==> src/pkg/panel_pkg.sv <==
// Shared constants for the drive front-panel logic: timing, codes, symbols.
// Assumes a 10 MHz system clock and a five-digit display with per-digit points.
//
// Contract
// RULE1 - Monitored quantity chosen by monitor_item_select, written or stepped by UP/DOWN.
// RULE2 - Code 15 shows load-to-motor inertia ratio as integer tenths.
// RULE3 - Code 17 puts first resonance low half, second resonance high half.
// RULE4 - Code 18 shows position from index pulse, clamped to plus/minus 5000.
// RULE5 - 16-bit decimal fills five digits with zeros; hex shows four digits.
// RULE6 - 32-bit decimal: high view with point marker, low view lowest five digits.
// RULE7 - 32-bit hex: 'h' prefixes upper four digits, 'L' the lower four.
// RULE8 - Negative decimal shows magnitude with two leftmost points lit; hex never negative.
// RULE9 - Monitor values are 32 bits; halves and radix free; parameters fixed format.
// RULE10 - SET on a selected fault history entry shows its stored fault code.
// RULE11 - SET enters editable jog speed, default 20; UP/DOWN adjust, SHIFT moves cursor.
// RULE12 - SET confirms jog; rotation commanded only while UP or DOWN held.
// RULE13 - MODE in jog returns to jog entry; SET then edits speed again.
// RULE14 - Jog motion only while servo is on.
// RULE15 - Writing 406 to special_function_key forces outputs; 400 returns normal.
// RULE16 - Each forced_output_value bit drives one output line, bit 0 first.
// RULE17 - Forced value cleared at power-up; outputs resume configured functions.
// RULE18 - Forced control only while servo is off.
// RULE19 - Forced value hex view blanks the fifth digit.
// RULE20 - Input status view: one bit per input, nine lines, hex, 1 means on.
// RULE21 - Output status view: one bit per output, six lines, hex, 1 means on.
// RULE22 - Each key debounced, giving one-cycle press event and held level.
// RULE23 - SHIFT held two seconds toggles sign; refused if result leaves range.
package panel_pkg;
   localparam int CLK_HZ = 10_000_000;
   localparam int DEB_TIME_MS = 20;
   localparam int DEB_CYC = DEB_TIME_MS * (CLK_HZ / 1000);
   localparam int HOLD_TIME_S = 2;
   localparam int HOLD_CYC = HOLD_TIME_S * CLK_HZ;
   localparam int BLINK_TIME_MS = 250;
   localparam int BLINK_CYC = BLINK_TIME_MS * (CLK_HZ / 1000);

   localparam int KEY_UP = 0;
   localparam int KEY_DOWN = 1;
   localparam int KEY_SHIFT = 2;
   localparam int KEY_SET = 3;
   localparam int KEY_MODE = 4;
   localparam int KEY_COUNT = 5;

   localparam logic [4:0] MON_INERTIA = 5'h0F;
   localparam logic [4:0] MON_RESON = 5'h11;
   localparam logic [4:0] MON_ENC_IDX = 5'h12;
   localparam logic [4:0] MON_LAST = 5'h12;
   localparam logic [4:0] MON_RESET = 5'h00;
   localparam logic [31:0] ENC_LIM = 32'h0000_1388;

   localparam logic [15:0] SFK_FORCE = 16'h0196;
   localparam logic [15:0] SFK_NORMAL = 16'h0190;

   localparam logic [15:0] JOG_DEFAULT = 16'h0014;
   localparam logic [16:0] JOG_MAX = 17'h0_1388;
   localparam logic [16:0] JOG_MIN = 17'h1_EC78;
   localparam logic [1:0] CUR_LAST = 2'h3;

   localparam int FLT_ENTRIES = 5;
   localparam logic [2:0] FLT_LAST = 3'h4;
   localparam int DI_LINES = 9;
   localparam int DO_LINES = 6;

   localparam logic [4:0] SYM_ZERO = 5'h00;
   localparam logic [4:0] SYM_F = 5'h0F;
   localparam logic [4:0] SYM_BLANK = 5'h10;
   localparam logic [4:0] SYM_H = 5'h11;
   localparam logic [4:0] SYM_L = 5'h12;
   localparam logic [4:0] SYM_J = 5'h13;
   localparam logic [4:0] SYM_G = 5'h14;
   localparam int DP_HIGH = 1;
   localparam int DP_SIGN_A = 4;
   localparam int DP_SIGN_B = 3;

   typedef enum logic [8:0] {
      ST_MON = 9'h001,
      ST_FLT_SEL = 9'h002,
      ST_FLT_CODE = 9'h004,
      ST_JOG_ENT = 9'h008,
      ST_JOG_EDIT = 9'h010,
      ST_JOG_RUN = 9'h020,
      ST_FORCE = 9'h040,
      ST_DI = 9'h080,
      ST_DO = 9'h100
   } page_t;
endpackage

==> src/verilog/key_debounce.sv <==
// One panel key: pin synchroniser, debounce filter, press event.
// Assumes the key pin is asynchronous and active high when pressed.
`timescale 1ns/1ps
`default_nettype none
module key_debounce #(
   parameter int DEB_CYC = panel_pkg::DEB_CYC
) (
   input wire logic mclk,
   input wire logic reset,
   input wire logic ce,
   input wire logic key_raw,
   output logic key_level,
   output logic key_press
);
   localparam int CW = $clog2(DEB_CYC + 1);
   logic sync1_q, sync2_q, level_q, press_q;
   logic [CW-1:0] cnt_q;
   wire differ = sync2_q != level_q;
   wire settled = cnt_q == CW'(DEB_CYC - 1);

   generate
      if (DEB_CYC < 1) begin : g_chk
         $error("key_debounce: DEB_CYC must be at least 1");
      end
   endgenerate

   // Level must differ for the whole window before it is taken [RULE22]
   always_ff @(posedge mclk) begin
      if (reset) begin
         sync1_q <= 1'b0;
         sync2_q <= 1'b0;
         level_q <= 1'b0;
         press_q <= 1'b0;
         cnt_q <= '0;
      end else if (ce) begin
         sync1_q <= key_raw;
         sync2_q <= sync1_q;
         press_q <= differ & settled & sync2_q;
         if (!differ) cnt_q <= '0;
         else if (settled) begin
            level_q <= sync2_q;
            cnt_q <= '0;
         end else cnt_q <= cnt_q + CW'(1);
      end
   end

   assign key_level = level_q;
   assign key_press = press_q & ce;
endmodule
`default_nettype wire

==> src/verilog/panel_fmt.sv <==
// Value-to-digit formatter for the five-digit display.
// Purely combinational; the caller registers its outputs.
`timescale 1ns/1ps
`default_nettype none
module panel_fmt (
   input wire logic [31:0] value,
   input wire logic is32,
   input wire logic hex,
   input wire logic high,
   input wire logic signd,
   output logic [24:0] digits,
   output logic [4:0] dp
);
   logic neg;
   logic [31:0] mag;
   logic [39:0] bcd;
   always_comb begin
      // Hex views never carry a sign [RULE8]
      neg = signd & ~hex & (is32 ? value[31] : value[15]);
      if (is32) mag = neg ? (~value + 32'h0000_0001) : value;
      else mag = {16'h0000, neg ? (~value[15:0] + 16'h0001) : value[15:0]};
      bcd = '0;
      for (int i = 31; i >= 0; i--) begin
         for (int d = 0; d < 10; d++) begin
            if (bcd[d*4 +: 4] > 4'h4) bcd[d*4 +: 4] = bcd[d*4 +: 4] + 4'h3;
         end
         bcd = {bcd[38:0], mag[i]};
      end
      digits = '0;
      dp = '0;
      if (hex && is32) begin
         // Marker then four hex digits of the chosen half [RULE7]
         digits[24:20] = high ? panel_pkg::SYM_H : panel_pkg::SYM_L;
         for (int d = 0; d < 4; d++)
            digits[d*5 +: 5] = {1'b0, high ? value[16+d*4 +: 4] : value[d*4 +: 4]};
      end else if (hex) begin
         // Four hex digits, fifth blanked, no prefix [RULE5] [RULE19]
         digits[24:20] = panel_pkg::SYM_BLANK;
         for (int d = 0; d < 4; d++) digits[d*5 +: 5] = {1'b0, value[d*4 +: 4]};
      end else begin
         // Leading zeros kept; high view of a 32-bit value is marked [RULE5] [RULE6]
         for (int d = 0; d < 5; d++)
            digits[d*5 +: 5] = {1'b0, (is32 && high) ? bcd[20+d*4 +: 4] : bcd[d*4 +: 4]};
         if (is32 && high) dp[panel_pkg::DP_HIGH] = 1'b1;
         if (neg) begin
            dp[panel_pkg::DP_SIGN_A] = 1'b1; // [RULE8]
            dp[panel_pkg::DP_SIGN_B] = 1'b1;
         end
      end
   end
endmodule
`default_nettype wire

==> src/verilog/panel_monitor.sv <==
// Front-panel top: page control, monitor select, jog, forced outputs, diagnosis.
// Assumes keys, index pulse and input lines are asynchronous pins; all else is
// on mclk. Display codes: 0-F digits, then blank, h, L, J, G symbols.
`timescale 1ns/1ps
`default_nettype none
module panel_monitor #(
   parameter int DEB_CYC = panel_pkg::DEB_CYC,
   parameter int HOLD_CYC = panel_pkg::HOLD_CYC,
   parameter int BLINK_CYC = panel_pkg::BLINK_CYC
) (
   input wire logic mclk,
   input wire logic reset,
   input wire logic ce,
   input wire logic [4:0] key_raw,
   input wire logic mon_sel_wr,
   input wire logic [4:0] mon_sel_wdata,
   input wire logic [31:0] general_monitor,
   input wire logic [15:0] inertia_ratio_x10,
   input wire logic [15:0] reson_freq1,
   input wire logic [15:0] reson_freq2,
   input wire logic [31:0] encoder_count,
   input wire logic index_pulse,
   input wire logic [79:0] fault_history,
   input wire logic servo_on,
   input wire logic sfk_wr,
   input wire logic [15:0] sfk_wdata,
   input wire logic fov_wr,
   input wire logic [5:0] fov_wdata,
   input wire logic [8:0] digital_input_line,
   input wire logic [5:0] do_function,
   output logic [4:0] monitor_item_select,
   output logic [24:0] seg_digits,
   output logic [4:0] seg_dp,
   output logic [15:0] jog_speed,
   output logic jog_ccw,
   output logic jog_cw,
   output logic forced_mode,
   output logic [5:0] do_line
);
   localparam int HW = $clog2(HOLD_CYC + 1);
   localparam int BW = $clog2(BLINK_CYC + 1);

   generate
      if (HOLD_CYC < 2 || BLINK_CYC < 1) begin : g_chk
         $error("panel_monitor: HOLD_CYC or BLINK_CYC too small");
      end
   endgenerate

   // Key conditioning
   logic [4:0] key_level, key_press;
   genvar k;
   generate
      for (k = 0; k < panel_pkg::KEY_COUNT; k++) begin : g_key
         key_debounce #(.DEB_CYC(DEB_CYC)) u_key (
            .mclk(mclk),
            .reset(reset),
            .ce(ce),
            .key_raw(key_raw[k]),
            .key_level(key_level[k]),
            .key_press(key_press[k])
         );
      end
   endgenerate
   wire up_p = key_press[panel_pkg::KEY_UP];
   wire dn_p = key_press[panel_pkg::KEY_DOWN];
   wire sh_p = key_press[panel_pkg::KEY_SHIFT];
   wire set_p = key_press[panel_pkg::KEY_SET];
   wire mode_p = key_press[panel_pkg::KEY_MODE];

   // Pin synchronisers
   logic [8:0] di_s1_q, di_s2_q;
   logic idx_s1_q, idx_s2_q, idx_s3_q;
   always_ff @(posedge mclk) begin
      if (reset) begin
         di_s1_q <= '0;
         di_s2_q <= '0;
         idx_s1_q <= 1'b0;
         idx_s2_q <= 1'b0;
         idx_s3_q <= 1'b0;
      end else if (ce) begin
         di_s1_q <= digital_input_line;
         di_s2_q <= di_s1_q;
         idx_s1_q <= index_pulse;
         idx_s2_q <= idx_s1_q;
         idx_s3_q <= idx_s2_q;
      end
   end
   wire idx_rise = idx_s2_q & ~idx_s3_q;

   // State
   panel_pkg::page_t page_q, page_d;
   logic [4:0] sel_q;
   logic mon_hex_q, mon_high_q;
   logic [2:0] flt_idx_q;
   logic [15:0] jog_q;
   logic [1:0] cur_q;
   logic [HW-1:0] hold_q;
   logic [BW-1:0] blink_cnt_q;
   logic blink_q;
   logic force_q;
   logic [5:0] fov_q;
   logic [31:0] idx_lat_q;

   always_comb begin
      page_d = page_q;
      case (page_q)
         panel_pkg::ST_MON: if (mode_p) page_d = panel_pkg::ST_FLT_SEL;
         panel_pkg::ST_FLT_SEL: begin
            if (set_p) page_d = panel_pkg::ST_FLT_CODE; // [RULE10]
            else if (mode_p) page_d = panel_pkg::ST_JOG_ENT;
         end
         panel_pkg::ST_FLT_CODE: if (set_p || mode_p) page_d = panel_pkg::ST_FLT_SEL;
         panel_pkg::ST_JOG_ENT: begin
            if (set_p) page_d = panel_pkg::ST_JOG_EDIT; // [RULE11]
            else if (mode_p) page_d = panel_pkg::ST_FORCE;
         end
         panel_pkg::ST_JOG_EDIT: begin
            if (set_p) page_d = panel_pkg::ST_JOG_RUN; // [RULE12]
            else if (mode_p) page_d = panel_pkg::ST_JOG_ENT;
         end
         panel_pkg::ST_JOG_RUN: if (mode_p) page_d = panel_pkg::ST_JOG_ENT; // [RULE13]
         panel_pkg::ST_FORCE: if (mode_p) page_d = panel_pkg::ST_DI;
         panel_pkg::ST_DI: if (mode_p) page_d = panel_pkg::ST_DO;
         panel_pkg::ST_DO: if (mode_p) page_d = panel_pkg::ST_MON;
         default: page_d = panel_pkg::ST_MON;
      endcase
   end

   wire in_mon = page_q == panel_pkg::ST_MON;
   wire in_fsel = page_q == panel_pkg::ST_FLT_SEL;
   wire in_edit = page_q == panel_pkg::ST_JOG_EDIT;
   wire in_run = page_q == panel_pkg::ST_JOG_RUN;
   wire in_force = page_q == panel_pkg::ST_FORCE;

   // Monitor item stepping with wrap
   wire [4:0] sel_up = (sel_q == panel_pkg::MON_LAST) ? 5'h00 : sel_q + 5'h01;
   wire [4:0] sel_dn = (sel_q == 5'h00) ? panel_pkg::MON_LAST : sel_q - 5'h01;
   wire sel_ok = mon_sel_wdata <= panel_pkg::MON_LAST;

   // Jog speed edit arithmetic, saturating at the limits
   logic [16:0] step;
   always_comb begin
      case (cur_q)
         2'h0: step = 17'h0_0001;
         2'h1: step = 17'h0_000A;
         2'h2: step = 17'h0_0064;
         default: step = 17'h0_03E8;
      endcase
   end
   wire signed [16:0] sp = {jog_q[15], jog_q};
   wire signed [16:0] sp_up = sp + $signed(step);
   wire signed [16:0] sp_dn = sp - $signed(step);
   wire signed [16:0] sp_neg = 17'h0_0000 - sp;
   wire signed [16:0] lim_hi = $signed(panel_pkg::JOG_MAX);
   wire signed [16:0] lim_lo = $signed(panel_pkg::JOG_MIN);
   wire [15:0] jog_up = (sp_up > lim_hi) ? lim_hi[15:0] : sp_up[15:0];
   wire [15:0] jog_dn = (sp_dn < lim_lo) ? lim_lo[15:0] : sp_dn[15:0];
   wire neg_ok = (sp_neg <= lim_hi) && (sp_neg >= lim_lo);
   wire hold_fire = hold_q == HW'(HOLD_CYC - 1);

   // Forced control only with servo off [RULE18]
   wire sfk_force = sfk_wr && (sfk_wdata == panel_pkg::SFK_FORCE) && !servo_on;
   wire sfk_norm = sfk_wr && (sfk_wdata == panel_pkg::SFK_NORMAL);
   wire fov_key_ok = in_force && force_q && !servo_on;

   always_ff @(posedge mclk) begin
      if (reset) begin
         page_q <= panel_pkg::ST_MON;
         sel_q <= panel_pkg::MON_RESET;
         mon_hex_q <= 1'b0;
         mon_high_q <= 1'b0;
         flt_idx_q <= 3'h0;
      end else if (ce) begin
         page_q <= page_d;
         // Direct write takes priority over a key step [RULE1]
         if (mon_sel_wr && sel_ok) sel_q <= mon_sel_wdata;
         else if (in_mon && up_p) sel_q <= sel_up;
         else if (in_mon && dn_p) sel_q <= sel_dn;
         // Radix and half switch freely on monitor values [RULE9]
         if (in_mon && set_p) mon_hex_q <= ~mon_hex_q;
         if (in_mon && sh_p) mon_high_q <= ~mon_high_q;
         if (in_fsel && up_p) flt_idx_q <= (flt_idx_q == panel_pkg::FLT_LAST) ? 3'h0
                                           : flt_idx_q + 3'h1;
         else if (in_fsel && dn_p) flt_idx_q <= (flt_idx_q == 3'h0) ? panel_pkg::FLT_LAST
                                                 : flt_idx_q - 3'h1;
      end
   end

   always_ff @(posedge mclk) begin
      if (reset) begin
         jog_q <= panel_pkg::JOG_DEFAULT;
         cur_q <= 2'h0;
         hold_q <= '0;
      end else if (ce) begin
         // UP/DOWN adjust the cursor digit, SHIFT moves it [RULE11]
         if (in_edit && up_p) jog_q <= jog_up;
         else if (in_edit && dn_p) jog_q <= jog_dn;
         else if (in_edit && hold_fire && neg_ok) jog_q <= sp_neg[15:0]; // [RULE23]
         if (in_edit && sh_p) cur_q <= (cur_q == panel_pkg::CUR_LAST) ? 2'h0 : cur_q + 2'h1;
         // Counts once per hold; stops at the top until SHIFT is released [RULE23]
         if (!in_edit || !key_level[panel_pkg::KEY_SHIFT]) hold_q <= '0;
         else if (hold_q != HW'(HOLD_CYC)) hold_q <= hold_q + HW'(1);
      end
   end

   always_ff @(posedge mclk) begin
      if (reset) begin
         blink_cnt_q <= '0;
         blink_q <= 1'b0;
      end else if (ce) begin
         if (blink_cnt_q == BW'(BLINK_CYC - 1)) begin
            blink_cnt_q <= '0;
            blink_q <= ~blink_q;
         end else blink_cnt_q <= blink_cnt_q + BW'(1);
      end
   end

   // Reset stands for power-up: forced state and value are dropped [RULE17]
   always_ff @(posedge mclk) begin
      if (reset) begin
         force_q <= 1'b0;
         fov_q <= '0;
      end else if (ce) begin
         if (sfk_force) force_q <= 1'b1; // [RULE15]
         else if (sfk_norm) force_q <= 1'b0;
         if (fov_wr && force_q && !servo_on) fov_q <= fov_wdata;
         else if (fov_key_ok && up_p) fov_q <= fov_q + 6'h01;
         else if (fov_key_ok && dn_p) fov_q <= fov_q - 6'h01;
      end
   end

   // Index pulse marks the zero of the relative position [RULE4]
   always_ff @(posedge mclk) begin
      if (reset) idx_lat_q <= '0;
      else if (ce && idx_rise) idx_lat_q <= encoder_count;
   end
   wire signed [31:0] enc_rel = encoder_count - idx_lat_q;
   wire signed [31:0] enc_hi = $signed(panel_pkg::ENC_LIM);
   wire signed [31:0] enc_lo = 32'sh0 - $signed(panel_pkg::ENC_LIM);
   wire [31:0] enc_clamp = (enc_rel > enc_hi) ? enc_hi
                           : (enc_rel < enc_lo) ? enc_lo : enc_rel; // [RULE4]

   // Monitored quantity mux [RULE1]
   wire [31:0] mon_val =
      (sel_q == panel_pkg::MON_INERTIA) ? {16'h0000, inertia_ratio_x10} : // [RULE2]
      (sel_q == panel_pkg::MON_RESON) ? {reson_freq2, reson_freq1} : // [RULE3]
      (sel_q == panel_pkg::MON_ENC_IDX) ? enc_clamp : general_monitor;

   // Output lines: forced only in forced mode with servo off [RULE16] [RULE18]
   wire force_act = force_q && !servo_on;
   wire [5:0] do_now = force_act ? fov_q : do_function;

   // Per-page display source
   wire [15:0] flt_code = fault_history[flt_idx_q*16 +: 16];
   logic [31:0] f_val;
   logic f_is32, f_hex, f_signd;
   always_comb begin
      f_val = 32'h0000_0000;
      f_is32 = 1'b0;
      f_hex = 1'b0;
      f_signd = 1'b0;
      case (page_q)
         panel_pkg::ST_MON: begin
            f_val = mon_val;
            f_is32 = 1'b1;
            f_hex = mon_hex_q;
            f_signd = 1'b1;
         end
         panel_pkg::ST_FLT_CODE: f_val = {16'h0000, flt_code}; // [RULE10]
         panel_pkg::ST_JOG_EDIT: begin
            f_val = {16'h0000, jog_q};
            f_signd = 1'b1;
         end
         panel_pkg::ST_FORCE: begin
            f_val = {26'h000_0000, fov_q};
            f_hex = 1'b1; // [RULE19]
         end
         panel_pkg::ST_DI: begin
            f_val = {23'h00_0000, di_s2_q}; // [RULE20]
            f_hex = 1'b1;
         end
         panel_pkg::ST_DO: begin
            f_val = {26'h000_0000, do_now}; // [RULE21]
            f_hex = 1'b1;
         end
         default: f_val = 32'h0000_0000;
      endcase
   end

   logic [24:0] f_digits;
   logic [4:0] f_dp;
   panel_fmt u_fmt (
      .value(f_val),
      .is32(f_is32),
      .hex(f_hex),
      .high(mon_high_q),
      .signd(f_signd),
      .digits(f_digits),
      .dp(f_dp)
   );

   // Prompts replace the formatted value on menu pages
   wire [24:0] p_fsel = {panel_pkg::SYM_F, panel_pkg::SYM_BLANK, panel_pkg::SYM_BLANK,
                         panel_pkg::SYM_BLANK, 2'b00, flt_idx_q};
   wire [24:0] p_jent = {panel_pkg::SYM_J, panel_pkg::SYM_BLANK, panel_pkg::SYM_BLANK,
                         panel_pkg::SYM_BLANK, panel_pkg::SYM_BLANK};
   wire [24:0] p_jrun = {panel_pkg::SYM_BLANK, panel_pkg::SYM_BLANK, panel_pkg::SYM_J,
                         panel_pkg::SYM_ZERO, panel_pkg::SYM_G}; // [RULE12]
   logic [24:0] edit_digits;
   always_comb begin
      edit_digits = f_digits;
      // Blink off-phase blanks the cursor digit [RULE11]
      if (blink_q) edit_digits[cur_q*5 +: 5] = panel_pkg::SYM_BLANK;
   end
   wire [24:0] show_digits =
      in_fsel ? p_fsel :
      (page_q == panel_pkg::ST_JOG_ENT) ? p_jent :
      in_run ? p_jrun :
      in_edit ? edit_digits : f_digits;
   wire prompt = in_fsel || in_run || (page_q == panel_pkg::ST_JOG_ENT);

   // Rotation only while a key is held, servo on, and jog page active [RULE12] [RULE14]
   wire run_ok = in_run && servo_on;
   wire ccw_d = run_ok && key_level[panel_pkg::KEY_UP];
   wire cw_d = run_ok && key_level[panel_pkg::KEY_DOWN] && !key_level[panel_pkg::KEY_UP];

   logic [24:0] seg_digits_q;
   logic [4:0] seg_dp_q;
   logic ccw_q, cw_q;
   logic [5:0] do_q;
   always_ff @(posedge mclk) begin
      if (reset) begin
         seg_digits_q <= {5{panel_pkg::SYM_BLANK}};
         seg_dp_q <= '0;
         ccw_q <= 1'b0;
         cw_q <= 1'b0;
         do_q <= '0;
      end else if (ce) begin
         seg_digits_q <= show_digits;
         seg_dp_q <= prompt ? 5'h00 : f_dp;
         ccw_q <= ccw_d;
         cw_q <= cw_d;
         do_q <= do_now;
      end
   end

   assign monitor_item_select = sel_q;
   assign seg_digits = seg_digits_q;
   assign seg_dp = seg_dp_q;
   assign jog_speed = jog_q;
   assign jog_ccw = ccw_q;
   assign jog_cw = cw_q;
   assign forced_mode = force_q;
   assign do_line = do_q;
endmodule
`default_nettype wire

==> config.mk <==
export PLATFORM = sky130hd
export DESIGN_NAME = panel_monitor
export DESIGN_NICKNAME = d
export VERILOG_FILES = /design/src/pkg/panel_pkg.sv /design/src/verilog/key_debounce.sv /design/src/verilog/panel_fmt.sv /design/src/verilog/panel_monitor.sv
export SDC_FILE = /design/constraint.sdc
export NUM_CORES = 2
export LEC_CHECK = 0
export BUFFER_PORTS_ARGS = -buffer_cell sky130_fd_sc_hd__clkbuf_2
export CAP_MARGIN = 20
export CORE_MARGIN = 5
export CORE_UTILIZATION = 28
export CTS_BUF_LIST = sky130_fd_sc_hd__clkbuf_4
export DETAILED_ROUTE_END_ITERATION = 6
export GPL_ROUTABILITY_DRIVEN = 0
export HOLD_SLACK_MARGIN = 0.12
export PLACE_DENSITY = 0.56
export SLEW_MARGIN = 20
export SYNTH_ARGS = -nofsm -noshare
export SYNTH_HDL_FRONTEND = slang
export SYNTH_SLANG_ARGS = --single-unit
==> constraint.sdc <==
create_clock -name mclk -period 34.8 [get_ports mclk]
set_input_delay 0 -clock mclk [delete_from_list [all_inputs] [get_ports mclk]]
set_output_delay 0 -clock mclk [all_outputs]
set_load 0.02 [all_outputs]
== Word-level counts from Yosys, hierarchy flattened ==
Cells that the tools add are included.
Cells by class
  add/subtract/negate cells: 176
  multipliers: 1
  magnitude comparators: 162
  equality and inequality tests: 37
  shift-type cells: 3
  mux-type cells: 239
  bitwise gates (word level): 25
  reduce and logical (&&, ||, !) cells: 65
Operator list (number)
  2-to-1 mux 4 bit: 162
  greater-than comparator 4 x 3 -> 1 bit, second input constant: 145
  adder 4 x 2 -> 4 bit, second input constant: 144
  2-to-1 mux 25 bit: 9
  2-to-1 mux 32 bit: 7
  one-hot mux 32 bit (6 select lines): 1
  2-to-1 mux 18 bit: 10
  2-to-1 mux 16 bit: 6
  adder 18 x 1 -> 18 bit, second input constant: 5
  equality test 18 bit, second input constant: 5
  2-to-1 mux 9 bit: 10
  one-hot mux 9 bit (9 select lines): 1
  indexed part select 80 x 8 -> 16 bit: 1
  adder 3 x 2 -> 4 bit, second input constant: 9
  negator 5 -> 34 bit: 1
  variable shift 5 x 34 -> 25 bit, first input constant: 1
  indexed part select 5 x 34 -> 25 bit, first input constant: 1
  adder 32 x 1 -> 32 bit, second input constant: 1
  equality test 16 x 9 -> 1 bit, second input constant: 2
  greater-than comparator 32 x 14 -> 1 bit, second input constant: 1
  < comparator 32 x 14 -> 1 bit, second input constant: 1
  NOT 32 bit: 1
  subtractor 32 bit: 1
  greater-than comparator 3 bit, second input constant: 10
  65 further kinds: 173
Storage, ports and cells
  register bits: 293
  input port bits: 247
  output and inout port bits: 60
  word-level logic and storage cells: 756

== Depth between registers and ports, before layout ==
  word-level depth: 79
  gate-level depth with buffers: 194
  depth with buffers taken out: 184

== By module ==
From an unflattened synthesis, not the netlist that was laid out.
Second synthesis, totals
  cells, all modules: 6475
  area total of the unflattened synthesis: 46308.2 um^2
By module, submodules not included
  panel_fmt: times used 1, cells an instance 3793, area an instance 25919.9 um^2, seq. area each 0.0 um^2
  panel_monitor: times used 1, cells an instance 1992, area an instance 14626.5 um^2, seq. area each 3663.5 um^2
  key_debounce: times used 5, cells an instance 138, area an instance 1152.4 um^2, seq. area each 440.4 um^2

== Worst setup path before layout ==
Ideal clock, no wire load.
  kind: reg2reg
  start: reg idx_lat_q[9]
  end: reg seg_digits_q[12], in the netlist seg_digits[12]
  setup time: 0.128 ns
  arrival time: 33.867 ns
  required time: 34.672 ns
  path slack: 0.806 ns
  stages on the path, launching flop included: 184
  path buffers: 14
  cells stage by stage: dfxtp_1 > inv_1 > ha_1 > clkbuf_1 > nand2_1 > nor3_1 > a21boi_1 > o21ai_1 > a2111oi_0 > or3_1 > clkbuf_1 > nand2_1 > nor4_1 > nand4_1 > ha_1 > clkbuf_1 > clkbuf_1 > clkbuf_1 > (+148 left out) > nand2_1 > xnor2_1 > ha_1 > nor2_1 > mux2i_2 > ha_1 > nor2_1 > a21o_1 > a2111oi_4 > or2_1 > xnor2_1 > ha_1 > inv_1 > a21bo_2 > mux2_4 > o21ai_1 > a221oi_1 > nor2_1
Between the ends
  word-level cells in the longest chain between the ends: 79
  elaborated cells between the ends (all ways): 433
  classes of those cells: add/sub (138); order compare (137); mux (155); bitwise (3)
Ends and longest elaborated chain
  start: declaration: line panel_monitor.sv:102  | logic [31:0] idx_lat_q;
  start signal: assignment: line panel_monitor.sv:235  | else if (ce && idx_rise) idx_lat_q <= encoder_count;
  subtractor 32 bit (*): line panel_monitor.sv:237  | wire signed [31:0] enc_rel = encoder_count - idx_lat_q;
  < comparator 32 x 14 -> 1 bit: line panel_monitor.sv:241  | : (enc_rel < enc_lo) ? enc_lo : enc_rel;
  2-to-1 mux 32 bit: line panel_monitor.sv:241
  2-to-1 mux 32 bit (*): line panel_monitor.sv:240  | wire [31:0] enc_clamp = (enc_rel > enc_hi) ? enc_hi
  2-to-1 mux 32 bit (*): line panel_monitor.sv:247  | (sel_q == panel_pkg::MON_ENC_IDX) ? enc_clamp : general_monitor;
  2-to-1 mux 32 bit (*): line panel_monitor.sv:246  | (sel_q == panel_pkg::MON_RESON) ? {reson_freq2, reson_freq1} :
  2-to-1 mux 32 bit (*): line panel_monitor.sv:245  | (sel_q == panel_pkg::MON_INERTIA) ? {16'h0000, inertia_ratio_x10} :
  one-hot mux 32 bit (6 select lines) (*): line panel_monitor.sv:262  | case (page_q)
  (+63 left out)
  2-to-1 mux 25 bit: line panel_fmt.sv:36  | end else if (hex) begin
  2-to-1 mux 25 bit (*): line panel_fmt.sv:31  | if (hex && is32) begin
  bitwise mux 25 bit: line panel_monitor.sv:313  | if (blink_q) edit_digits[cur_q*5 +: 5] = panel_pkg::SYM_BLANK;
  2-to-1 mux 25 bit: line panel_monitor.sv:313
  2-to-1 mux 25 bit (*): line panel_monitor.sv:319  | in_edit ? edit_digits : f_digits;
  2-to-1 mux 25 bit (*): line panel_monitor.sv:318  | in_run ? p_jrun :
  2-to-1 mux 25 bit (*): line panel_monitor.sv:317  | (page_q == panel_pkg::ST_JOG_ENT) ? p_jent :
  2-to-1 mux 25 bit (*): line panel_monitor.sv:316  | in_fsel ? p_fsel :
  end signal: assignment: line panel_monitor.sv:333  | seg_digits_q <= {5{panel_pkg::SYM_BLANK}};
  end signal: assignment: line panel_monitor.sv:339  | seg_digits_q <= show_digits;
  end: declaration: line panel_monitor.sv:327  | logic [24:0] seg_digits_q;
Mark *: on every way between the ends. The rest lies on a longest branch, timed or not.
A chain may end at the register's enable or synchronous reset.

== Worst setup path in the final report ==
  start: reg idx_lat_q[0]
  end: reg seg_digits_q[12], in the netlist seg_digits[12]
The elaborated chain is that of the path after synthesis.

==> impl_results.md <==
* Cells after synthesis at 6314
* Final Hold Fails at 0
* Maximum number of pins on one net before global-route repair at 75
* Status: finished clean
* Detailed router's first-iteration violation count at 5111
* Hold Startpoint: servo_on
* Slew Limit Fails at 0
* Final hold slack at 0.225 ns
* Startpoint types: flip-flop
* Die X at 409 µm
* Worst-path maximum fanout at 10
* Root Buffer Master: clkbuf_4
* Asr flop ratio synth at 0%
* Grt total ovfl at 0
* Final setup viols at 0
* Initial Utilization at 28.2%
* Synth Area per Inst at 7.07 µm²
* First-pass GRT wire length at 252000 µm
* Slew @ Worst Pin at 1.20 ns
* Post-synthesis sequential area ratio at 13.0%
* Worst r2r dst: seg_digits[12]
* Yosys cell types at 153
* Setup Skew at 0.0698 ns
* WL per Instance at 18.1 µm
* Most used DFF post-synth: dfxtp_1
* Top post-synthesis cells by count: 720 x nor2_1, 623 x nand2_1, 500 x a21oi_1
* Most common cell in the netlist: nor2_1
* Max H-tree Level at 3
* Kind of critical path: flip-flop to flip-flop
* Slowest CP cell: or4b_1
* CTS sink count at 290
* Pre-antenna DRT Iters at 6
* Post-synth EDFFs at 0
* Max-cap violations at 0
* Period minus WS final at 32.81 ns
* Vias in the first global route at 46800
* Die Y-Extent at 409 µm
* Share of the synthesized area in the top cell type at 13.0%
* Worst skew pair latency at 0.84 ns
* Highest clock rate at 30.5 MHz
* Detailed-route via count at 51200
* Final nets at 7225
* Number of buffers created by CTS at 80
* Hold crit path type: input pin to flip-flop
* Hold Path Depth at 5
* Longest Clk Path Bufs at 3
* Global-route usage over all layers at 17.7%
* Fillers at 16800
* Worst Slack Setup Final at 1.99 ns
* Critical path required time at 35.45 ns
* Max incr delay on CP at 0.67 ns
* Synth Register Bits at 290
* Final WL at 160000 µm
* Hold endpoint: do_line[5]
* Slew headroom at 19.3%
* CORE AREA at 159000 µm²
* Most used cell, CP: inv_1
* Final Cycle Share at 94.3%
* Vias per inst at 5.77
* Synth area leaders: dfxtp_1 13%, ha_1 7.1%, nor2_1 6.1%
* Area delta synth->final at 17.4%
* Worst R2R Path Depth at 170
* Clock-pin slew on the worst setup and hold paths at 0.07 ns
* Finished Layout Cells at 8863
* DRC viols at 0
* Reg2reg setup slack at 1.99 ns
* HPWL after DPL at 122000 µm
* Ports at 307
* Nature of the critical path endpoint: flip-flop
* Reg2reg start: idx_lat_q[0]
* TritonCTS clock tree: done
* Routed Antenna Nets at 0
* Layout cells sized above 1 at 15.4%
* Signal arrival time at the worst endpoint at 33.46 ns
* Antenna violations before repair at 10
* Die footprint at 168000 µm²
* Syn. warnings at 0
* Placed cell count at 8473
* Num rows at 146
* Leading area contributor after synthesis: dfxtp_1
* Mapped cell area at 44700 µm²
* Pre-CTS setup slack at -0.577 ns
* PortBufs at 304
==> routing by layer <==
| layer | track usage, % | routed length [µm] | vias to the layer above | share of wire (%) |
|---|---|---|---|---|
| met5 | 0 | 17 | - | 0.011 |
| met4 | 5.76 | 5140 | 2 | 3.2 |
| met3 | 2.72 | 11400 | 309 | 7.1 |
| met2 | 28.9 | 72400 | 1926 | 45 |
| met1 | 23.8 | 71200 | 24200 | 44 |
| li1 | - | - | 24700 | - |
==> worst max-delay path by stage <==
stage                      to          start  slack [ns]
2_1_floorplan  seg_digits[12]   idx_lat_q[9]        0.81
3_3_place_gp   seg_digits[12]   idx_lat_q[0]        0.43
3_5_place_dp   seg_digits[12]   idx_lat_q[0]       -0.58
4_1_cts        seg_digits[12]  idx_lat_q[19]        0.01
5_1_grt        seg_digits[12]   idx_lat_q[0]       -0.25
6_report       seg_digits[12]   idx_lat_q[0]        1.99
==> what timing repair did <==
| action | in CTS | in global routing |
|---|---|---|
| resized for setup | 15 | 168 |
| setup buffers | 4 | 31 |
| setup endpoints to repair | 13 | 20 |
| hold buffers | 203 | 0 |
| endpoints found under the hold margin | 262 | 0 |
| pin swaps | 1 | 25 |
==> kinds of logic after synthesis <==
kind of cell	share of synthesized area (%)
xor gates and xnor gates	6.50
AOI/OAI and AO/OA	32.4
and+or+nand+nor	27.9
muxes	7.61
buffers and inverters	5.33
DFF	13.0
other	0.00840
adders and majority gates	7.31
==> sequential cells by signal, indices dropped and copies added (netlist names), 2 cells and up <==
register and count:
cur_q 2, g_key.u_key.press_q 5, hold_q 25, page_q 9, g_key.u_key.sync1_q 5, monitor_item_select 5, di_s2_q 9, flt_idx_q 3
blink_cnt_q 22, do_line 6, g_key.u_key.cnt_q 90, seg_dp 2, g_key.u_key.key_level 5, g_key.u_key.sync2_q 5, seg_digits 25, jog_speed 16
idx_lat_q 32, fov_q 6, di_s1_q 9
==> critical path: cells and delay by family (launching register included) <==
kind | cells | cell delay [ns]
muxes | 11 | 2.33
xor gates and xnor gates | 14 | 2.54
and+or+nand+nor | 42 | 8.27
buffers and inverters | 24 | 2.31
AOI/OAI and AO/OA | 48 | 9.88
DFF | 1 | 0.33
adders and majority gates | 31 | 6.95
==> final cells by class <==
class / instances / area, µm² / area share [%]
multi-input combinational: 5449 / 37400 / 71.3
sequential: 290 / 5810 / 11.1
timing repair buffer: 665 / 4750 / 9.05
tap: 2072 / 2590 / 4.94
inverter: 236 / 890 / 1.70
clock buffer: 106 / 796 / 1.52
clock inverter: 36 / 203 / 0.386
antenna: 9 / 22.5 / 0.0429
==> cells in the final DEF, fill, tap and decap left out, drive strengths merged, types with 84 or more instances in the layout <==
| master | n |
|---|---|
| xor2 | 145 |
| nand2 | 624 |
| inv | 236 |
| a31oi | 84 |
| mux2i | 186 |
| xnor2 | 171 |
| nor3 | 196 |
| nand4 | 111 |
| clkbuf | 409 |
| o21ai | 378 |
| nor2 | 723 |
| dlygate4sd3 | 203 |
| a21oi | 516 |
| ha | 252 |
| nand3 | 230 |
| a211oi | 102 |
| mux2 | 93 |
| and3 | 109 |
| dfxtp | 290 |
| buf | 159 |
==> metrics by stage <==
step           TNS (ns)  util (%)  cell area [µm²]
6_report              0      33.1            52500
2_1_floorplan         0         -            44700
5_1_grt           -2.31      33.1            52400
3_5_place_dp      -2.96      30.4            48300
4_1_cts               0      32.4            51400
3_3_place_gp          0      30.4            48300
Power is left out: the tool's default activity adds up to more than one toggle a clock period on the data nets, which glitch-free logic cannot reach.
